$ cat src/efmfw_params.svh
// Constants for the error flag mirror and firmware RAM block
`ifndef EFMFW_PARAMS_SVH
`define EFMFW_PARAMS_SVH
// Register word indices (byte address divided by four)
`define EFMFW_IDX_NEG_VOL_INT 10'h100
`define EFMFW_IDX_NEG_VOL_FRAC 10'h101
`define EFMFW_IDX_ERR_CNT_12 10'h105
`define EFMFW_IDX_ERR_CNT_34 10'h106
`define EFMFW_IDX_WDOG_CODE 10'h16c
`define EFMFW_IDX_FW_STATUS 10'h180
`define EFMFW_IDX_IRQ_STATUS 10'h181
`define EFMFW_IDX_IRQ_MASK 10'h182
`define EFMFW_IDX_CONTROL 10'h183
// Codes
`define EFMFW_WDOG_DISABLE_CODE 32'h48dba399
`define EFMFW_RESTORE_OFF_CODE 32'h00000000
// Hardware error word bit positions
`define EFMFW_HW_TEMP_TMO 8
`define EFMFW_HW_SEQ_TMO 9
`define EFMFW_HW_EEPROM_ACK 10
`define EFMFW_HW_UNUSED 11
`define EFMFW_HW_CS_FIRST 12
`define EFMFW_STATUS_MIRROR_LSB 24
// Control register bits
`define EFMFW_CTRL_VOL_ERR_CLR 0
`define EFMFW_CTRL_RESET_VAL 32'h00000000
`endif

$ cat src/efmfw_pkg.sv
// Types for the error flag mirror and firmware RAM block
package efmfw_pkg;
  typedef logic [31:0] efmfw_word_t;
  typedef logic [7:0] efmfw_mirror_t;
endpackage

$ cat src/efmfw_top.sv
// Error flag mirror, firmware RAM cells and Wishbone register slave
`timescale 1ns/1ps
`include "efmfw_params.svh"

// How it works
// - Bit 24 copies hardware temp timeout flag
// - No pause time forces temp timeout set
// - Bit 25 copies sequencer busy timeout flag
// - Bit 26 copies EEPROM acknowledge failure flag
// - Bit 30 copies user code checksum
// - Bit 31 copies vendor code checksum
// - Recall copies flash words into RAM cells
// - Cell 0x100 holds negative volume integer
// - Cell 0x101 holds negative volume fraction
// - Cell 0x105 packs error counts two, one
// - Cell 0x106 packs error counts four, three
// - Watchdog off only on disable code
// - Vendor firmware: watchdog on, zero stops restore
// - Volume error copy cleared only by software
module efmfw_top
  import efmfw_pkg::*;
(
  input wire logic i_clk,
  input wire logic i_rstn,
  input wire logic i_wb_cyc,
  input wire logic i_wb_stb,
  input wire logic i_wb_we,
  input wire logic [11:0] i_wb_adr,
  input wire logic [3:0] i_wb_sel,
  input wire logic [31:0] i_wb_dat,
  output logic [31:0] o_wb_dat,
  output logic o_wb_ack,
  input wire logic [15:0] i_hardware_error_word,
  input wire logic i_error_word_clear,
  input wire logic i_pause_time_zero,
  input wire logic i_volume_error_event,
  input wire logic i_vendor_firmware,
  input wire logic i_neg_limit_enabled,
  input wire logic i_recall,
  input wire logic [31:0] i_flash_neg_vol_int,
  input wire logic [31:0] i_flash_neg_vol_frac,
  input wire logic [31:0] i_flash_err_cnt_12,
  input wire logic [31:0] i_flash_err_cnt_34,
  input wire logic [31:0] i_flash_wdog_code,
  output logic o_watchdog_enable,
  output logic o_config_restore_enable,
  output logic o_neg_volume_active,
  output logic o_volume_error_flag,
  output logic o_irq
);

  // ----------------------------------------
  // Bus decode
  // ----------------------------------------
  logic bus_req;
  logic bus_wr;
  logic bus_rd;
  logic [9:0] word_idx;
  efmfw_word_t wmask;

  // A request is answered one cycle after it is seen
  assign bus_req = i_wb_cyc & i_wb_stb & ~o_wb_ack;
  assign bus_wr = bus_req & i_wb_we;
  assign bus_rd = bus_req & ~i_wb_we;
  assign word_idx = i_wb_adr[11:2];
  assign wmask = {{8{i_wb_sel[3]}}, {8{i_wb_sel[2]}}, {8{i_wb_sel[1]}}, {8{i_wb_sel[0]}}};

  // ----------------------------------------
  // State
  // ----------------------------------------
  efmfw_word_t neg_vol_int;
  efmfw_word_t neg_vol_frac;
  efmfw_word_t err_cnt_12;
  efmfw_word_t err_cnt_34;
  efmfw_word_t wdog_code;
  efmfw_mirror_t mirror;
  logic volume_error_flag;
  logic [3:0] irq_status;
  logic [3:0] irq_mask;
  logic [31:0] rd_data;
  logic ack;
  efmfw_word_t next_neg_vol_int;
  efmfw_word_t next_neg_vol_frac;
  efmfw_word_t next_err_cnt_12;
  efmfw_word_t next_err_cnt_34;
  efmfw_word_t next_wdog_code;
  efmfw_mirror_t next_mirror;
  logic next_volume_error_flag;
  logic [3:0] next_irq_status;
  logic [3:0] next_irq_mask;
  logic [31:0] next_rd_data;
  logic next_ack;

  // ----------------------------------------
  // Mirror capture
  // ----------------------------------------
  wire efmfw_mirror_t captured;
  efmfw_mirror_t flag_byte;

  // Upper flag byte; a missing pause time reads as a temperature timeout
  always_comb
  begin
    flag_byte = i_hardware_error_word[15:8];
    flag_byte[`EFMFW_HW_TEMP_TMO - 8] = i_hardware_error_word[`EFMFW_HW_TEMP_TMO] | i_pause_time_zero;
  end

  // One capture lane per mirrored bit; the unused lane is tied low
  genvar gi;
  generate
    for (gi = 0; gi < 8; gi++)
    begin : g_lane
      if (gi == `EFMFW_HW_UNUSED - 8)
      begin : g_unused
        assign captured[gi] = 1'b0;
      end
      else
      begin : g_copy
        assign captured[gi] = flag_byte[gi];
      end
    end
  endgenerate

  // ----------------------------------------
  // Shared decode
  // ----------------------------------------
  logic [3:0] events;
  logic sw_vol_clr;
  logic irq_status_rd;
  logic irq_mask_wr;
  efmfw_word_t fw_status;

  assign fw_status = {mirror, 24'h000000};
  assign sw_vol_clr = bus_wr & (word_idx == `EFMFW_IDX_CONTROL) & i_wb_sel[0] & i_wb_dat[`EFMFW_CTRL_VOL_ERR_CLR];
  assign irq_status_rd = bus_rd & (word_idx == `EFMFW_IDX_IRQ_STATUS);
  assign irq_mask_wr = bus_wr & (word_idx == `EFMFW_IDX_IRQ_MASK);
  // Events: temp/seq timeout, EEPROM ack, any checksum, volume error
  assign events = {i_volume_error_event,
                   |captured[7:4] & i_error_word_clear,
                   captured[2] & i_error_word_clear,
                   |captured[1:0] & i_error_word_clear};

  // ----------------------------------------
  // Firmware RAM cells
  // ----------------------------------------
  // Byte-lane writes; a recall in the same cycle overwrites every cell
  always_comb
  begin
    next_neg_vol_int = neg_vol_int;
    next_neg_vol_frac = neg_vol_frac;
    next_err_cnt_12 = err_cnt_12;
    next_err_cnt_34 = err_cnt_34;
    next_wdog_code = wdog_code;
    if (bus_wr)
    begin
      unique case (word_idx)
        `EFMFW_IDX_NEG_VOL_INT: next_neg_vol_int = (neg_vol_int & ~wmask) | (i_wb_dat & wmask);
        `EFMFW_IDX_NEG_VOL_FRAC: next_neg_vol_frac = (neg_vol_frac & ~wmask) | (i_wb_dat & wmask);
        `EFMFW_IDX_ERR_CNT_12: next_err_cnt_12 = (err_cnt_12 & ~wmask) | (i_wb_dat & wmask);
        `EFMFW_IDX_ERR_CNT_34: next_err_cnt_34 = (err_cnt_34 & ~wmask) | (i_wb_dat & wmask);
        `EFMFW_IDX_WDOG_CODE: next_wdog_code = (wdog_code & ~wmask) | (i_wb_dat & wmask);
        default: next_wdog_code = wdog_code;
      endcase
    end
    if (i_recall)
    begin
      next_neg_vol_int = i_flash_neg_vol_int;
      next_neg_vol_frac = i_flash_neg_vol_frac;
      next_err_cnt_12 = i_flash_err_cnt_12;
      next_err_cnt_34 = i_flash_err_cnt_34;
      next_wdog_code = i_flash_wdog_code;
    end
  end

  // Cell storage
  always_ff @(posedge i_clk)
  begin
    if (!i_rstn)
    begin
      neg_vol_int <= 32'h00000000;
      neg_vol_frac <= 32'h00000000;
      err_cnt_12 <= 32'h00000000;
      err_cnt_34 <= 32'h00000000;
      wdog_code <= 32'h00000000;
    end
    else
    begin
      neg_vol_int <= next_neg_vol_int;
      neg_vol_frac <= next_neg_vol_frac;
      err_cnt_12 <= next_err_cnt_12;
      err_cnt_34 <= next_err_cnt_34;
      wdog_code <= next_wdog_code;
    end
  end

  // ----------------------------------------
  // Status mirror
  // ----------------------------------------
  // Take the flag byte in the very cycle the error word is wiped
  always_comb
  begin
    next_mirror = mirror;
    if (i_error_word_clear)
      next_mirror = captured;
  end

  // Mirror storage
  always_ff @(posedge i_clk)
  begin
    if (!i_rstn)
      mirror <= 8'h00;
    else
      mirror <= next_mirror;
  end

  // ----------------------------------------
  // Volume error copy
  // ----------------------------------------
  // Sticky until software clears it; a new event wins over the clear
  always_comb
  begin
    next_volume_error_flag = (volume_error_flag & ~sw_vol_clr) | i_volume_error_event;
  end

  // Volume error storage
  always_ff @(posedge i_clk)
  begin
    if (!i_rstn)
      volume_error_flag <= 1'b0;
    else
      volume_error_flag <= next_volume_error_flag;
  end

  // ----------------------------------------
  // Interrupt status and mask
  // ----------------------------------------
  // Reading status clears it, but an event in that cycle still sets
  always_comb
  begin
    next_irq_mask = irq_mask;
    next_irq_status = irq_status;
    if (irq_mask_wr)
      next_irq_mask = (irq_mask & ~wmask[3:0]) | (i_wb_dat[3:0] & wmask[3:0]);
    if (irq_status_rd)
      next_irq_status = 4'h0;
    next_irq_status = next_irq_status | events;
  end

  // Interrupt storage
  always_ff @(posedge i_clk)
  begin
    if (!i_rstn)
    begin
      irq_status <= 4'h0;
      irq_mask <= 4'h0;
    end
    else
    begin
      irq_status <= next_irq_status;
      irq_mask <= next_irq_mask;
    end
  end

  // ----------------------------------------
  // Bus response
  // ----------------------------------------
  // Read mux; data is held until the next read, unmapped words read zero
  always_comb
  begin
    next_rd_data = rd_data;
    next_ack = bus_req;
    if (bus_rd)
    begin
      unique case (word_idx)
        `EFMFW_IDX_NEG_VOL_INT: next_rd_data = neg_vol_int;
        `EFMFW_IDX_NEG_VOL_FRAC: next_rd_data = neg_vol_frac;
        `EFMFW_IDX_ERR_CNT_12: next_rd_data = err_cnt_12;
        `EFMFW_IDX_ERR_CNT_34: next_rd_data = err_cnt_34;
        `EFMFW_IDX_WDOG_CODE: next_rd_data = wdog_code;
        `EFMFW_IDX_FW_STATUS: next_rd_data = fw_status;
        `EFMFW_IDX_IRQ_STATUS: next_rd_data = {28'h0000000, irq_status};
        `EFMFW_IDX_IRQ_MASK: next_rd_data = {28'h0000000, irq_mask};
        `EFMFW_IDX_CONTROL: next_rd_data = {31'h00000000, volume_error_flag};
        default: next_rd_data = 32'h00000000;
      endcase
    end
  end

  // Response storage; ack is a single-cycle pulse
  always_ff @(posedge i_clk)
  begin
    if (!i_rstn)
    begin
      rd_data <= 32'h00000000;
      ack <= 1'b0;
    end
    else
    begin
      rd_data <= next_rd_data;
      ack <= next_ack;
    end
  end

  // ----------------------------------------
  // Outputs
  // ----------------------------------------
  // Watchdog and restore decisions from the code word
  assign o_watchdog_enable = i_vendor_firmware | (wdog_code != `EFMFW_WDOG_DISABLE_CODE);
  assign o_config_restore_enable = ~(i_vendor_firmware & (wdog_code == `EFMFW_RESTORE_OFF_CODE));
  assign o_neg_volume_active = i_neg_limit_enabled;
  assign o_volume_error_flag = volume_error_flag;
  assign o_irq = |(irq_status & irq_mask);
  assign o_wb_ack = ack;
  assign o_wb_dat = rd_data;

endmodule

$ cat config.mk
export PLATFORM = sky130hd
export DESIGN_NAME = efmfw_top
export DESIGN_NICKNAME = d
export VERILOG_FILES = /design/src/efmfw_pkg.sv /design/src/efmfw_top.sv
export VERILOG_INCLUDE_DIRS = /design/src
export SDC_FILE = /design/constraint.sdc
export NUM_CORES = 1
export LEC_CHECK = 0
export BUFFER_PORTS_ARGS = -buffer_cell sky130_fd_sc_hd__buf_4
export CAP_MARGIN = 5
export CORE_MARGIN = 3
export CORE_UTILIZATION = 30
export DETAILED_ROUTE_END_ITERATION = 6
export SLEW_MARGIN = 40
export SYNTH_ARGS = -nofsm -noshare
export SYNTH_HDL_FRONTEND = slang
export SYNTH_SLANG_ARGS = --single-unit
$ cat constraint.sdc
create_clock -name i_clk -period 3 [get_ports i_clk]
set_clock_uncertainty 0.1 [all_clocks]
set_input_delay 0.75 -clock i_clk [delete_from_list [all_inputs] [get_ports i_clk]]
set_output_delay 0.75 -clock i_clk [all_outputs]
set_load 0.005 [all_outputs]
# [After elaboration in Yosys (flattened, before gate mapping)]
# Cells that the tools add are included.
[word_totals] regBits=209 inputBits=235 output_inout_bits=38 word_cells=92
[classes] eq_ne=10 n_mux=17 bitwise=39 reduce_logical=15
[ops] op="$mux W32" count=15
[ops] op="$pmux W32 S9" count=1
[ops] op="$and A32 B32 Y32" count=6
[ops] op="$or A32 B32 Y32" count=5
[ops] op="$eq A10 B9 Y1 const B" count=9
[ops] op="$logic_not A32 Y1" count=1
[ops] op="$ne A32 B31 Y1 const B" count=1
[ops] op="$not A32 Y32" count=1
[ops] op="$and A1 B1 Y1" count=14
[ops] op="$and A4 B4 Y4" count=3
[ops] op="$reduce_bool A2 Y1" count=6
[ops] op="$reduce_and A2 Y1" count=5
[ops] op="$or A4 B4 Y4" count=2
[ops] op="$reduce_or A4 Y1" count=2
[ops] op="$mux W4" count=1
[ops] op="$not A1 Y1" count=4
[ops] op="$not A4 Y4" count=1
[ops] op="$or A1 B1 Y1" count=3
[ops] op="$reduce_or A2 Y1" count=1

# [Longest topological paths before layout]
# Gate-level depths: netlist of the first run.
[logic_depth] ltp_word=9 depth_mapped=7 ltp_nobuf=5

# [Worst setup path after synthesis of the first run]
# No wires, ideal clock.
[synth_timing] kind="input port to flip-flop" startpoint="in i_wb_adr[3]" endpoint="reg with a tool-made name" setup_time_ns=0.116 arrival_time_ns=2.299 required_time_ns=2.784 setup_slack_ns=0.485 path_stages=7 n_path_buf=2 cell_sequence="or3b_2 > nor4_2 > buf_2 > a31o_2 > buf_4 > nand2_1 > o211a_1"
[synth_lines] element="start: declaration" line_no="efmfw_top.sv:28" text="input wire logic [11:0] i_wb_adr,"

==> impl_metrics.csv, run 1 <==
group,metric,value,unit
yosys,syn_area,0.0101,sq mm
routing,drc,0,
cts,numCtsBuffers,24,
yosys,syn_nets,1372,
placement,dpl.hpwl,27000,um
critical_path,cp_max_fo,4,
critical_path,crit_path_cell_trace,"nand4_1, or4_4, or4_4, buf_6",
floorplanning,fp-row-count,66,
critical_path,cpPeakStageDelay,0.55,ns
placement,io_buffers,259,
critical_path,required,2.15,ns
global_route,grt_overflow,0,
sta,fin_crit_sh,104,%
critical_path,worstSetupEndpointType,"primary output",
routing,ant_nets,0,
global_route,first_global_vias,9744,
cts,clk_transition_reported_paths,0.06,ns
cts,cts_tree,"built",
cts,cts_setup_buffers,0,
sta,fin_crit,3.11,ns
sta,slew_violations,0,
floorplanning,dieArea,0.0359,sq mm
worst_hold_path,worstHoldPathType,"in -> reg",
critical_path,path_class,"reg -> out",
routing,num_vias,9914,
yosys,ys_types,46,
yosys,ys_warn_count,0,
cells_and_area,drive_gt1_share,26.9,%
routing,drtPass1Iterations,6,
cts,cts_htree_levels,1,
yosys,seq_area_frac_synth,41.5,%
outcome,status,"finished, violations left",
power,total_power,0.00697,W
cts,ctsHoldBuffers,0,
sta,worst_pin_slew,0.510,ns
cells_and_area,n_antenna_cell,0,
floorplanning,core_area,0.0329,sq mm
sta,rsz0062_at_grt,"yes",
sta,relSlewSlack,66.0,%
critical_path,critical_path.startpoint_type,"flop",
sta,fmax,0.322,GHz
yosys,ys_ff_latch,209,
placement,dpl_cell_area,0.0127,sq mm
floorplanning,fp.dieW,189,um
cells_and_area,nets,1618,
cts,clockBufferDepth,3,
cells_and_area,area_delta_synth_final,33.9,%
sta,hold_violations,0,
power,powerDensity,516,mW/mm^2
outcome,violations,"negative setup slack",
yosys,synth-async-reset-ratio,0,%
sta,worst_slack,-0.106,ns
floorplanning,pin_count,273,
cells_and_area,final_cell_area,0.0135,sq mm
routing,wl,36400,um
yosys,synth_flop_cell,"dfxtp_1",
cts,clock_sinks,209,
global_route,grt_pass1_wl,55600,um
power,peakVddDrop,0.000395,V
critical_path,path_common_cell,"or4_4",
critical_path,cp.arrival,2.26,ns
routing,initialDrtViolationCount,753,
global_route,grt_max_degree,87,
floorplanning,start_util,30.7,%
run,cap_violations,0,
yosys,synth_cells,1137,
floorplanning,die_y,189,um
routing,via_per_inst,5.38,
cts,root_buffer,"clkbuf_16",
yosys,synth-edff-count,0,
sta,final-setup-viol-count,1,
placement,gp_congestion,0.799,
global_route,grt_use_total,19.5,%
routing,avgRoutedWirePerCell,19.7,um
critical_path,cp_slowest_cell,"or4_4",
cts,clock_latency,0.51,ns
yosys,avgSynthCellArea,8.87,sq um
global_route,antenna_found_initial,0,
cells_and_area,fillers,3395,
power,p_leak,6.85,nW
-- Yosys cell counts, types with 3 or more instances --
cell type	n	share of area [%]
dfxtp_1	209	41
nand2_1	208	7.7
a21oi_1	165	8.2
o211a_1	161	16
clkbuf_1	61	2.3
a22oi_1	34	2.5
and2_1	34	2.1
a22o_1	25	2.2
a21boi_0	24	1.8
a222oi_1	24	2.4
mux2i_1	21	2.1
buf_2	18	0.89
nor2b_1	17	1.1
nor2_1	15	0.56
buf_4	10	0.74
nand4_1	9	0.56
nor3_1	9	0.45
a31o_2	8	0.69
nor4_1	8	0.50
o21ai_0	8	0.40
o21bai_1	8	0.60
a211oi_1	6	0.45
nand3_1	6	0.30
o2bb2ai_1	5	0.43
a41o_1	4	0.40
buf_1	4	0.15
inv_1	4	0.15
a221oi_1	3	0.26
or3b_2	3	0.26
-- report_power, final --
part	switching (W)	internal, W	leakage, nW
sequential	0.000109	0.00294	1.73
combinational	0.000477	0.000475	4.72
clock	0.00117	0.00180	0.396
total	0.00175	0.00522	6.85
-- routing by layer --
layer | part of all wire [%] | GRT usage, % | vias up
met5 | 0 | 0 | -
met4 | 2.1 | 4.52 | 0
met3 | 6.4 | 3.09 | 49
met2 | 45 | 31.3 | 320
met1 | 46 | 27.5 | 4759
li1 | - | - | 4786
-- final timing paths --
kind,startpoint,to,slack [ns],cells past startpoint
worst max-delay path,flop,o_watchdog_enable,-0.11,4
worst min-delay path,i_volume_error_event,o_volume_error_flag,0.38,3
worst max register to register,o_wb_ack,o_wb_dat[22],0.99,5
worst min register to register,o_wb_ack,o_wb_ack,0.38,1
-- metrics by stage --
step / hold WS (ns) / cells / TNS (ns) / worst slack, ns / util, %
2_1_floorplan: 0.349 / 1137 / 0 / 0.485 / -
3_3_place_gp: 0.368 / 1799 / 0 / 0.167 / 38.5
3_5_place_dp: 0.375 / 1799 / 0 / 0.142 / 38.5
4_1_cts: 0.354 / 1842 / -0.154 / -0.154 / 41.1
5_1_grt: 0.370 / 1842 / -0.185 / -0.185 / 41.1
6_report: 0.378 / 1842 / -0.106 / -0.106 / 41.1
-- repair_timing --
item / CTS / global route
pin swaps: 1 / 1
setup endpoints to repair: 1 / 1
resized for setup: 9 / 1
-- placed cells by master, fill, tap and decap left out, types with 8 or more instances in the layout --
cell type	instances
a21boi_0	24
a21oi_1	165
a222oi_1	24
a22o_1	25
a22oi_1	34
a31o_2	8
and2_1	34
buf_4	308
clkbuf_16	25
clkbuf_8	8
dfxtp_1	205
mux2i_1	21
nand2_1	208
nand4_1	9
nor2_1	14
nor2b_1	15
nor3_1	9
o211a_1	161
o21ai_0	8
o21bai_1	8
-- final cells by class --
class / instances / area (sq um) / share of cell area (%)
clock buffers: 40 / 762 / 5.64
clock inverters: 3 / 40.0 / 0.297
inverters: 4 / 15.0 / 0.111
multi-input cells: 831 / 5540 / 41.0
flip-flops and latches: 209 / 4190 / 31.0
well taps: 442 / 553 / 4.10
repair buffers: 313 / 2400 / 17.8
-- worst max-delay path: cells and delay by family, from the launching register on --
family	cells	cell delay [ns]
AND/OR/NAND/NOR	3	1.24
buffers and inverters	1	0.14
flip-flops	1	0.36
-- kinds of logic after synthesis --
family	Yosys count	synth area share, %
and+or+nand+nor	325	15.1
AOI/OAI and AO/OA	483	37.0
xor gates and xnor gates	1	0.0869
DFF	209	41.5
buffers and inverters	97	4.21
muxes	22	2.20
Note: power is estimated with default switching activity, not from simulation.
==> run 2: changes to the inputs <==
--- a/config.mk
+++ b/config.mk
@@ -10,7 +10,10 @@
 export CAP_MARGIN = 5
 export CORE_MARGIN = 3
 export CORE_UTILIZATION = 30
+export CTS_BUF_LIST = sky130_fd_sc_hd__clkbuf_8
+export CTS_CLUSTER_SIZE = 24
 export DETAILED_ROUTE_END_ITERATION = 6
+export RECOVER_POWER = 50
 export SLEW_MARGIN = 40
 export SYNTH_ARGS = -nofsm -noshare
 export SYNTH_HDL_FRONTEND = slang
==> run 2 against run 1 <==
The run ends with max-capacitance violations, max-slew violations, negative setup slack left; worst setup slack gained 0.0061 ns; cell count grew 1.2%; count of clock-buffer cells in the layout grew 5; flip-flop and latch count is the same; critical endpoint unchanged; global-route usage grew 0.29 points.
==> impl_metrics.csv, run 2 (synthesized netlist as in run 1, its figures left out) <==
group,metric,value,unit
floorplanning,pin_count,273,
critical_path,required,2.15,ns
cts,cts_tree,"built",
routing,initialDrtViolationCount,849,
floorplanning,fp.dieW,189,um
routing,wl,36600,um
sta,fin_crit,3.10,ns
routing,route.met3.wl,2450,um
cells_and_area,drive_gt1_share,26.1,%
run,cap_violations,1,
cells_and_area,seq_area,0.00419,sq mm
cts,clock_sinks,209,
sta,worst_pin_slew,1.60,ns
floorplanning,core_area,0.0329,sq mm
worst_hold_path,worstHoldPathType,"in -> reg",
floorplanning,die_y,189,um
global_route,first_global_vias,9884,
global_route,grt_max_degree,87,
power,p_leak,6.79,nW
global_route,grt_pass1_wl,56100,um
routing,drtPass1Iterations,6,
critical_path,path_class,"reg -> out",
cells_and_area,area_delta_synth_final,32.2,%
power,powerDensity,499,mW/mm^2
cts,cts_setup_buffers,0,
sta,fmax,0.323,GHz
cts,clock_latency,0.52,ns
power,peakVddDrop,0.000199,V
critical_path,worstSetupEndpointType,"primary output",
global_route,grt_overflow,0,
routing,via_per_inst,5.33,
sta,whs,0.375,ns
sta,worst_slack,-0.0997,ns
sta,rsz0062_at_grt,"yes",
sta,hold_violations,0,
critical_path,cp.arrival,2.25,ns
routing,maxUsedRoutingLayer,"met4",
routing,met2_length,16500,um
sta,slew_violations,38,
placement,dpl.hpwl,27000,um
floorplanning,fp-row-count,66,
placement,dpl_cell_area,0.0127,sq mm
sta,relSlewSlack,-6.94,%
critical_path,cp_max_fo,4,
sta,fin_crit_sh,103,%
cells_and_area,fillers,3450,
global_route,grt_use_total,19.8,%
cts,clk_transition_reported_paths,0.06,ns
critical_path,critical_path.startpoint_type,"flop",
floorplanning,dieArea,0.0359,sq mm
cells_and_area,final_common_cell,"buf_4",
cts,clockBufferDepth,3,
routing,ant_nets,0,
global_route,antenna_found_initial,0,
routing,wl_met1,17100,um
placement,gp_congestion,0.799,
cells_and_area,n_antenna_cell,0,
sta,final-setup-viol-count,1,
cells_and_area,final_cell_area,0.0133,sq mm
power,total_power,0.00665,W
outcome,status,"finished, violations left",
routing,drc,0,
placement,io_buffers,259,
cells_and_area,multiInputGateArea,0.00552,sq mm
routing,avgRoutedWirePerCell,19.6,um
cells_and_area,nets,1633,
cts,numCtsBuffers,39,
cts,cts_htree_levels,2,
cts,root_buffer,"clkbuf_8",
floorplanning,start_util,30.7,%
cells_and_area,mostFrequentLayoutCells,"buf_4, nand2_1, dfxtp_1, a21oi_1, o211a_1",
outcome,violations,"max-capacitance violations, max-slew violations, negative setup slack",
routing,num_vias,9947,
run 2: timing repair:
item	in CTS	in global routing
pin swaps	1	1
hold buffers	0	0
cloned	0	0
setup endpoints to repair	1	1
hold endpoints to repair	0	0
resized for setup	9	1
run 2: metrics by stage:
| stage | worst slack (ns) | std cells | TNS [ns] | utilization [%] |
|---|---|---|---|---|
| detailed placement | 0.142 | 1799 | 0 | 38.5 |
| floorplan | 0.485 | 1137 | 0 | - |
| finish | -0.0997 | 1865 | -0.0997 | 40.6 |
| global route | -0.203 | 1865 | -8.64 | 40.6 |
| CTS | -0.166 | 1865 | -0.166 | 40.9 |
| global placement | 0.167 | 1799 | 0 | 38.5 |
run 2: report_power, final:
part	switching, W	internal (W)
Sequential	0.000109	0.00294
Clock	0.00121	0.00145
Combinational	0.000476	0.000472
run 2: per-layer routing:
layer,vias to the layer above,GRT usage (%)
met3,46,4.05
met5,-,0
met2,346,31.3
met4,0,4.29
met1,4741,27.8
li1,4814,-
run 2: path summary, 6_finish.rpt:
kind	start	to	slack (ns)	depth (start not counted)
setup / recovery	flop	o_watchdog_enable	-0.1	4
hold / removal	i_volume_error_event	o_volume_error_flag	0.37	3
setup reg to reg	o_wb_ack	o_wb_dat[22]	0.85	5
hold reg to reg	o_wb_ack	o_wb_ack	0.38	1
run 2: cell type report:
| cell class | instances | share of cell area, % |
|---|---|---|
| Timing Repair Buffer | 313 | 17.4 |
| Tap cell | 442 | 4.15 |
| Clock inverter | 21 | 0.873 |
| Multi-Input combinational cell | 831 | 41.4 |
| Inverter | 4 | 0.113 |
| Sequential cell | 209 | 31.4 |
| Clock buffer | 45 | 4.65 |
run 2: worst max-delay path, cell delays in order, from the launching register on:
cell and delay [ns]:
dfxtp_2 0.36, nand4_1 0.17, or4_4 0.55, or4_4 0.52, buf_6 0.14
==> run 3: changes to the inputs <==
--- a/config.mk
+++ b/config.mk
@@ -8,8 +8,7 @@
 export LEC_CHECK = 0
 export BUFFER_PORTS_ARGS = -buffer_cell sky130_fd_sc_hd__buf_4
 export CAP_MARGIN = 5
-export CORE_MARGIN = 3
-export CORE_UTILIZATION = 30
+export CORE_UTILIZATION = 33
 export CTS_BUF_LIST = sky130_fd_sc_hd__clkbuf_8
 export CTS_CLUSTER_SIZE = 24
 export DETAILED_ROUTE_END_ITERATION = 6
==> run 3 against run 2 <==
The flow still finishes with violations (max-capacitance violations, max-slew violations, negative setup slack); die area fell by 13%; flip-flop and latch count unchanged; hold slack improved by 0.012 ns; highest routed layer unchanged.
==> impl_metrics.csv, run 3 (synthesized netlist as in run 1, its figures left out) <==
group,metric,value,unit
cells_and_area,post-route-util,44.5,%
critical_path,required,2.15,ns
global_route,grt_pass1_wl,52900,um
critical_path,crit_buf_inv,1,
floorplanning,core_area,0.0299,sq mm
worst_hold_path,hold_path_depth,1,
worst_hold_path,min_to,"o_wb_ack",
cells_and_area,n_antenna_cell,0,
cts,clock_sinks,209,
power,powerDensity,510,mW/mm^2
cells_and_area,seq_area,0.00419,sq mm
critical_path,r2r_cells,5,
global_route,grt_use_total,21.8,%
sta,final-setup-viol-count,1,
floorplanning,start_util,33.8,%
outcome,status,"finished, violations left",
critical_path,critical_path.top_delay_family,"simple AND/OR/NAND/NOR gates",
global_route,antenna_found_initial,0,
sta,fin_crit_sh,101,%
cts,clockBufferDepth,3,
global_route,grt_max_degree,102,
cells_and_area,mostFrequentLayoutCells,"buf_4, nand2_1, dfxtp_1, a21oi_1, o211a_1",
cells_and_area,final_common_cell,"buf_4",
critical_path,path_class,"reg -> out",
global_route,grt_overflow,0,
floorplanning,fp.dieW,177,um
routing,num_vias,9858,
sta,relSlewSlack,-37.9,%
routing,drtPass1Iterations,7,
cells_and_area,multiInputGateArea,0.00553,sq mm
critical_path,cp_max_fo,2,
sta,worst_pin_slew,2.07,ns
floorplanning,die_y,177,um
critical_path,crit_path_cell_trace,"nand4_1, or4_1, or4_4, buf_6",
cts,cts_htree_levels,2,
sta,fmax,0.329,GHz
cells_and_area,nets,1628,
cts,clock_latency,0.53,ns
sta,rsz0062_at_grt,"yes",
sta,fin_crit,3.04,ns
routing,drc,0,
worst_hold_path,worstHoldPathType,"reg -> reg",
floorplanning,fp-row-count,63,
placement,gp_congestion,0.832,
global_route,first_global_vias,9486,
power,p_leak,6.80,nW
cells_and_area,drive_gt1_share,26.5,%
cts,ctsHoldBuffers,0,
floorplanning,dieArea,0.0313,sq mm
cts,root_buffer,"clkbuf_8",
placement,post-place-ws,0.120,ns
cells_and_area,area_delta_synth_final,31.8,%
critical_path,rr_endpoint,"o_wb_dat[24]",
worst_hold_path,hp-start,"o_wb_ack",
critical_path,critical_path.startpoint_type,"flop",
cts,clk_transition_reported_paths,0.06,ns
routing,wl,34900,um
routing,avgRoutedWirePerCell,19.2,um
critical_path,cp.arrival,2.19,ns
sta,worst_slack,-0.0439,ns
critical_path,rr_startpoint,"o_wb_ack",
outcome,violations,"max-capacitance violations, max-slew violations, negative setup slack",
floorplanning,pin_count,273,
critical_path,cpPeakStageDelay,0.54,ns
critical_path,r2r_slack,0.96,ns
power,peakVddDrop,0.000218,V
cells_and_area,fillers,2989,
run,cap_violations,1,
critical_path,cp_slowest_cell,"or4_1",
cts,cts_tree,"built",
placement,io_buffers,259,
critical_path,worstSetupEndpointType,"primary output",
sta,slew_violations,102,
cts,numCtsBuffers,38,
sta,hold_violations,0,
routing,ant_nets,0,
placement,dpl.hpwl,25200,um
routing,initialDrtViolationCount,800,
routing,via_per_inst,5.44,
[run 3: metal layers]
layer,up-vias,GRT usage (%),part of all wire [%]
li1,4800,-,-
met1,4679,30.6,47
met2,335,33.9,44
met3,44,4.64,7.2
met4,0,5.17,1.6
met5,-,0,0
[run 3: power breakdown]
| group | switching (W) | internal [W] |
|---|---|---|
| clock network | 0.00119 | 0.00160 |
| logic | 0.000474 | 0.000470 |
| registers | 0.000106 | 0.00294 |
| total | 0.00177 | 0.00501 |
[run 3: worst max path at each step]
stage,endpoint,startpoint,slack [ns],cells after the start
2_1_floorplan,flop,i_wb_adr[3],0.48,7
3_3_place_gp,flop,i_wb_adr[6],0.18,8
3_5_place_dp,flop,i_wb_adr[6],0.12,8
4_1_cts,o_watchdog_enable,flop,-0.10,4
5_1_grt,o_watchdog_enable,flop,-0.1,4
6_report,o_watchdog_enable,flop,-0.04,4
[run 3: area by class of cell]
cell class                 count  area share, %
inverter                       4          0.113
sequential                   209           31.5
tap                          390           3.67
clock buffer                  51           5.28
clock inverter                18          0.753
timing repair buffer         309           17.1
multi-input combinational    831           41.6
[run 3: worst register-to-register path, delay by kind of cell, from the launching register on]
| family | cells | cell delay, ns |
|---|---|---|
| flops | 1 | 0.33 |
| compound gates | 2 | 0.41 |
| buf+inv | 1 | 0.20 |
| simple gates | 2 | 0.86 |
[run 3: per-stage QoR]
stage / total power (W) / area [sq um] / hold WS (ns) / instances / setup TNS (ns)
2_1_floorplan: 0.00358 / 10100 / 0.349 / 1137 / 0
3_3_place_gp: 0.00402 / 12500 / 0.366 / 1739 / 0
3_5_place_dp: 0.00404 / 12500 / 0.378 / 1739 / 0
4_1_cts: 0.00684 / 13400 / 0.367 / 1812 / -0.102
5_1_grt: 0.00709 / 13300 / 0.383 / 1812 / -1.19
6_report: 0.00678 / 13300 / 0.387 / 1812 / -0.0439
[run 3: what timing repair did]
item | CTS | global route
setup buffers | 4 | 0
pin swaps | 2 | 2
setup endpoints to repair | 1 | 2
resized for setup | 5 | 5
